--- config.mk ---
export PLATFORM = sky130hd
export DESIGN_NAME = cmc_mode_ctrl
export DESIGN_NICKNAME = d
export VERILOG_FILES = /design/src/inc/cmc_pkg.sv /design/src/verilog/cmc_mode_ctrl.sv
export SDC_FILE = /design/constraint.sdc
export NUM_CORES = 1
export LEC_CHECK = 0
export BUFFER_PORTS_ARGS = -buffer_cell sky130_fd_sc_hd__buf_2
export CORE_AREA = 5 5 77 79
export CTS_BUF_LIST = sky130_fd_sc_hd__clkbuf_16
export CTS_CLUSTER_DIAMETER = 120
export DETAILED_ROUTE_END_ITERATION = 12
export DIE_AREA = 0 0 82 84
export PLACE_DENSITY = 0.81
export SLEW_MARGIN = 40
export SYNTH_ARGS = -nofsm -noshare
export SYNTH_HDL_FRONTEND = slang
export SYNTH_SLANG_ARGS = --single-unit
--- constraint.sdc ---
create_clock -name clk -period 1.4 [get_ports clk]
set_input_delay 0 -clock clk [delete_from_list [all_inputs] [get_ports clk]]
set_output_delay 0 -clock clk [all_outputs]
set_load 0.05 [all_outputs]
--- src/inc/cmc_pkg.sv ---
// Package for the core mode control register block.
// Assumes a 32-bit Avalon-MM register bus with byte addresses.
package cmc_pkg;
   // Register byte offsets on the bus.
   localparam logic [3:0]  CMC_OFF_MODE   = 4'h0;
   localparam logic [3:0]  CMC_OFF_STATUS = 4'h4;
   localparam int          CMC_ADDR_W     = 4;
   // Field positions in the mode register.
   localparam int          CMC_BIT_ARB    = 13;
   localparam int          CMC_BIT_PRIO_OFF = 14;
   localparam int          CMC_BIT_TRACE  = 15;
   localparam int          CMC_BIT_PATCH  = 23;
   localparam int          CMC_BOOT_LSB   = 0;
   // Writable control bits and reset value of the mode register.
   localparam logic [23:0] CMC_CTRL_MASK  = 24'h80E000;
   localparam logic [23:0] CMC_MODE_RST   = 24'h000000;
   localparam int          CMC_ADDR_OUT_W = 18;
endpackage : cmc_pkg

--- src/verilog/cmc_mode_ctrl.sv ---
// Core mode control register with its steering of bus, attribute and fetch paths.
// Assumes one 25 MHz clock, synchronous active-low reset, boot pins from outside.
//
// Operation
// Bit 13 set selects asynchronous bus arbitration, clear selects normal arbitration.
// Reset clears the asynchronous arbitration bit.
// Bit 14 set drops attribute priority so several attribute outputs may assert together.
// Reset clears the attribute priority-off bit.
// Bit 15 set shows internal fetch and move addresses on the idle address bus.
// Reset clears the address trace bit.
// Bit 23 set serves patched ROM locations from the instruction cache instead of the ROM.
// Reset clears the ROM patch bit.
// Reserved bits read as zero and ignore writes.
// Software enables cache, sets the patch bit, unlocks eight sectors, then locks and loads.
// The four boot pins are sampled during reset and held as the operating mode bits.
// Control bits are read and written by software and steer later bus and fetch operations.
`timescale 1ns/1ps
`default_nettype none
module cmc_mode_ctrl
   import cmc_pkg::*;
(
   input  wire logic                      clk,
   input  wire logic                      rst_n,
   input  wire logic [CMC_ADDR_W-1:0]     address,
   input  wire logic                      read,
   input  wire logic                      write,
   input  wire logic [31:0]               writedata,
   input  wire logic [3:0]                byteenable,
   output logic      [31:0]               readdata,
   output logic                           waitrequest,
   output logic      [1:0]                response,
   input  wire logic                      boot_pin_0,
   input  wire logic                      boot_pin_1,
   input  wire logic                      boot_pin_2,
   input  wire logic                      boot_pin_3,
   input  wire logic [2:0]                attrMatch,
   input  wire logic                      extBusNeeded,
   input  wire logic                      intAccess,
   input  wire logic [CMC_ADDR_OUT_W-1:0] intAddr,
   input  wire logic                      romHitPatch,
   output logic                           async_arb_en,
   output logic      [2:0]                addr_attr_outputs,
   output logic                           traceValid,
   output logic      [CMC_ADDR_OUT_W-1:0] traceAddr,
   output logic                           fetchFromCache
);

   logic [23:0] modeReg;
   logic [3:0]  bootSync1;
   logic [3:0]  bootSync2;
   logic        accDone;
   logic [2:0]  next_attr;
   logic        accTake;

   // Boot pins pass two flip-flops before use.
   always_ff @(posedge clk) begin
      bootSync1 <= {boot_pin_3, boot_pin_2, boot_pin_1, boot_pin_0};
      bootSync2 <= bootSync1;
   end

   // A request is taken when it meets an idle slave with no access in flight.
   assign accTake = (read | write) & waitrequest & ~accDone;

   // Accesses answer in two cycles: waitrequest falls for one cycle after the request.
   always_ff @(posedge clk) begin
      if (!rst_n) begin
         accDone     <= 1'b0;
         waitrequest <= 1'b1;
      end else begin
         accDone     <= accTake;
         waitrequest <= ~accTake;
      end
   end

   // Mode register: boot bits caught while in reset, control bits written by software.
   // A write lands at the completing edge, where the master sees waitrequest low.
   always_ff @(posedge clk) begin
      if (!rst_n) begin
         modeReg <= CMC_MODE_RST;
         modeReg[CMC_BOOT_LSB +: 4] <= bootSync2;
      end else if (write && !waitrequest && address == CMC_OFF_MODE) begin
         if (byteenable[1]) begin
            modeReg[CMC_BIT_TRACE:CMC_BIT_ARB] <= writedata[CMC_BIT_TRACE:CMC_BIT_ARB];
         end
         if (byteenable[2]) begin
            modeReg[CMC_BIT_PATCH] <= writedata[CMC_BIT_PATCH];
         end
      end
   end

   // Read data and response; reserved bits and unmapped offsets read zero.
   always_ff @(posedge clk) begin
      if (!rst_n) begin
         readdata <= 32'h00000000;
         response <= 2'h0;
      end else if (accTake) begin
         response <= (address == CMC_OFF_MODE || address == CMC_OFF_STATUS) ? 2'h0 : 2'h3;
         if (read && address == CMC_OFF_MODE) begin
            readdata <= {8'h00, modeReg & (CMC_CTRL_MASK | 24'h00000F)};
         end else if (read && address == CMC_OFF_STATUS) begin
            readdata <= {25'h0, extBusNeeded, romHitPatch, attrMatch, 2'h0};
         end else begin
            readdata <= 32'h00000000;
         end
      end
   end

   // Attribute outputs: priority picks lowest matching line unless disabled.
   always_comb begin
      if (modeReg[CMC_BIT_PRIO_OFF]) begin
         next_attr = attrMatch;
      end else begin
         next_attr = attrMatch & (~attrMatch + 3'h1);
      end
   end

   // Steering outputs registered from the mode bits.
   always_ff @(posedge clk) begin
      if (!rst_n) begin
         async_arb_en      <= 1'b0;
         addr_attr_outputs <= 3'h0;
         traceValid        <= 1'b0;
         traceAddr         <= '0;
         fetchFromCache    <= 1'b0;
      end else begin
         async_arb_en      <= modeReg[CMC_BIT_ARB];
         addr_attr_outputs <= next_attr;
         traceValid        <= modeReg[CMC_BIT_TRACE] & intAccess & ~extBusNeeded;
         if (modeReg[CMC_BIT_TRACE] && intAccess && !extBusNeeded) begin
            traceAddr <= intAddr;
         end
         fetchFromCache    <= modeReg[CMC_BIT_PATCH] & romHitPatch;
      end
   end
endmodule : cmc_mode_ctrl
`default_nettype wire
Word level (Yosys, flattened, before mapping)
Index checks and enable logic that the tools add are counted.

Register bits after elaboration: 76. Input port bits: 72. Output and inout port bits: 59. Logic and storage cells: 43.

Add/sub/neg operators: 1. Equality and inequality tests: 1. Muxes and demuxes: 4. Bitwise gates (word level): 11. Reductions and logical operators: 12.

Operator list (count): 24-bit 2-to-1 mux (1); 7-bit 2-to-1 mux (1); 1-bit logical AND (6); 1-bit bitwise AND (5); 4-bit by 3-bit == test with 1-bit output (second input constant) (1); 4-bit logical NOT (1); 2-bit AND reduction (2); 3-bit by 1-bit adder with 3-bit output (second input constant) (1); 3-bit bitwise AND (1); 3-bit 2-to-1 mux (1); 1-bit inverter (3); 3-bit inverter (1); 1-bit logical NOT (2); 2-bit 2-to-1 mux (1); 1-bit logical OR (1); 1-bit OR (1).

Longest topological paths before layout
Word-level depth: 4. Depth in mapped cells: 5. Depth with buffers taken out: 4.

Least setup slack after synthesis
Ideal clock, no wire load.

Kind: register -> register. Start point: register waitrequest. End point: register readdata[0]. Library setup time: 0.092 ns. Arrival time: 1.323 ns. Data required time: 1.308 ns. Setup slack: -0.016 ns. Stages on the path, launching flop included: 5. Buffers on the path: 0. Clock period less this slack: 1.416 ns. Path through: dfxtp_1 nand2b_4 nor3_4 inv_2 o32ai_1.

Longest elaborated chain between the ends: 2.

Ends and longest elaborated chain: from (decl) (RTL line cmc_mode_ctrl.sv:30) `output logic waitrequest,`; from (signal assigned) (RTL line cmc_mode_ctrl.sv:71) `waitrequest <= ~accTake;`; 1-bit bitwise AND (2 in series) (RTL line cmc_mode_ctrl.sv:62) `assign accTake = (read | write) & waitrequest & ~accDone;`; to (signal assigned) (RTL line cmc_mode_ctrl.sv:99) `readdata <= {8'h00, modeReg & (CMC_CTRL_MASK | 24'h00000F)};`; to (signal assigned) (RTL line cmc_mode_ctrl.sv:101) `readdata <= {25'h0, extBusNeeded, romHitPatch, attrMatch, 2'h0};`; to (decl) (RTL line cmc_mode_ctrl.sv:29) `output logic [31:0] readdata,`.

No other way between the ends. A chain may end at the register's enable or synchronous reset.

Final worst setup path
Start point: register waitrequest. End point: register readdata[1].

Same word-level chain as after synthesis.

==> flow_summary.json <==
{
  "status": "complete, no violations",
  "fin_cells": 388,
  "final_nets": 387,
  "fin_crit_ns": 1.23,
  "hold_viol_final": 0,
  "fin_skew_ns": 0.00279,
  "die-area_mm2": 0.00689,
  "initial_core_util": 0.382,
  "setup_tns_ns": 0,
  "drv_slew": 0,
  "drt_iter0_drc": 44,
  "grt_antenna_before_repair": 0,
  "numCtsBuffers": 5,
  "grt_max_degree": 24,
  "worst_pin_slew_ns": 0.502,
  "synthDistinctLibCells": 33,
  "root_buffer": "clkbuf_16",
  "p_per_area_mw_per_mm2": 1190,
  "vias_per_cell": 4.41,
  "wire_per_inst_um": 12.8,
  "ys_seq_area_frac": 0.558,
  "die_y_um": 84,
  "critPathMaxFanout": 6,
  "yosys_warnings": 0,
  "portBuffers": 79,
  "cts.repair.resized": 0,
  "clock_sinks": 54,
  "whs_ns": 0.0195,
  "p_leak_nw": 1.32,
  "setup_viol": 0,
  "fp.dieW_um": 82,
  "ant_nets": 0,
  "ys_ff_latch": 54,
  "crit_type": "flip-flop to flip-flop",
  "wl_um": 4980,
  "drv_cap": 0,
  "placed_cell_area_mm2": 0.00238,
  "rows": 27,
  "grt_pass1_vias": 1642,
  "cts_max_path_buffers": 2,
  "clk_pin_slew_worst_paths_ns": 0.06,
  "grt_first_pass_wirelength_um": 7370,
  "rsz0062_at_grt": "false",
  "groute.usage.overall": 0.139,
  "peakVddDrop_mv": 0.499,
  "worstSkewPairLatency_ns": 0.29,
  "drive_gt1_frac": 0.316,
  "dp_hpwl_um": 3180,
  "via_count": 1712,
  "crit_required_ns": 1.54,
  "cp-start-kind": "flip-flop",
  "fin_crit_sh": 0.879,
  "drc": 0,
  "synthCells": 205,
  "fmax_mhz": 813,
  "max_slew_margin": 0.663,
  "placed_cells": 349,
  "cts_tree": "yes",
  "area_growth_pct": 42.3,
  "ios": 131,
  "diodes": 0,
  "min_path_type": "input port to flip-flop",
  "synthesis.area_mm2": 0.00201,
  "synth.avg_cell_area_um2": 9.81,
  "grt_overflow_total": 0,
  "cp.arrival_ns": 1.37,
  "final_cell_area_mm2": 0.00286,
  "core_area_mm2": 0.00527,
  "gp_congestion": 0.729,
  "h-tree-depth": 2,
  "setup.worst_path.end_class": "flip-flop",
  "firstDrtPassIters": 4
}
[worst paths after layout]
kind	start	to	slack, ns	cells after the start
max	waitrequest	readdata[1]	0.17	3
max reg2reg	waitrequest	readdata[1]	0.17	3
min reg2reg	bootSync1[1]	bootSync2[1]	0.33	0
min	byteenable[2]	modeReg[23]	0.02	3
[cell usage after synthesis (all sizes together)]
master   count  area share
nor2         4      0.0087
and2         1      0.0031
inv         17       0.033
and3b        1      0.0044
o21ai        1      0.0025
nand3b       2      0.0093
a22o         3       0.013
nand4        3      0.0093
clkbuf       3      0.0056
edfxtp       4       0.060
o21a         1      0.0037
and4         1      0.0044
nor3         2       0.016
o311ai       2       0.016
a21oi       19       0.047
buf         27       0.099
mux2i        4       0.020
and3         2      0.0062
dfxtp       50        0.50
conb         1      0.0019
o211ai       2      0.0075
o2bb2ai      1      0.0044
o32ai        6       0.026
nand2b       1      0.0068
nand2       45       0.084
o211a        1      0.0050
and4b        1      0.0050
[through the flow]
stage | worst slack, ns | total power (W) | util
floorplan | 0.187 | 0.00194 | -
global placement | 0.232 | 0.00199 | 0.453
detailed placement | 0.177 | 0.00199 | 0.453
CTS | 0.160 | 0.00342 | 0.543
global route | 0.0976 | 0.00350 | 0.543
finish | 0.169 | 0.00340 | 0.543
[area by class of cell]
class | count | area (um2)
multi-input combinational | 124 | 688
clock inverter | 3 | 40.0
tap | 72 | 90.1
inverter | 17 | 66.3
clock buffer | 5 | 125
timing repair buffer | 113 | 728
fill | 476 | 2410
sequential | 54 | 1120
[registers in the layout, indices dropped and copies added (netlist names)]
register,count
accDone,1
addr_attr_outputs,3
async_arb_en,1
bootSync1,4
bootSync2,4
fetchFromCache,1
modeReg,8
readdata,11
response,1
traceAddr,18
traceValid,1
waitrequest,1
[per-layer routing]
layer / vias to the layer above / GRT usage / wire length [um]
li1: 853 / - / -
met1: 763 / 0.151 / 1960
met2: 84 / 0.244 / 2470
met3: 12 / 0.0454 / 439
met4: 0 / 0.0559 / 119
met5: - / 0 / 0
[cell usage in the layout, fill, tap and decap left out, types with 2 or more instances in the layout]
cell type,n
a21oi_1,19
clkinv_2,2
nand4_1,3
nor2_1,3
dlygate4sd3_1,31
buf_2,79
o32ai_1,6
edfxtp_1,4
buf_4,3
a22o_1,3
and3_1,2
mux2i_1,4
nor3_4,2
nand2_1,45
conb_1,21
o211ai_1,2
dfxtp_1,49
o311ai_2,2
inv_1,15
clkbuf_16,5
[worst max-delay path: stages (launching register included)]
cell and delay, ns:
dfxtp_2 0.38, nand2b_4 0.09, o21ai_1 0.43, o32ai_1 0.18
[report_power, final]
part | internal (W) | leakage (nW) | switching, W
logic | 0.000137 | 0.793 | 0.000288
clock network | 0.000837 | 0.0836 | 0.000535
registers | 0.00159 | 0.446 | 0.0000147
[repair_timing]
action	4_1_cts	5_1_grt
endpoints found under the hold margin	33	0
hold buffers	31	0
buffers inserted	0	0
[logic make-up after synthesis]
family | Yosys count | share of synthesized area
multiplexers | 4 | 0.0199
buffers and inverters | 47 | 0.138
AND/OR/NAND/NOR | 63 | 0.157
other | 1 | 0.00187
AO/OA/AOI/OAI | 36 | 0.126
flip-flops | 54 | 0.558
Power figures use the tool's default switching activity.
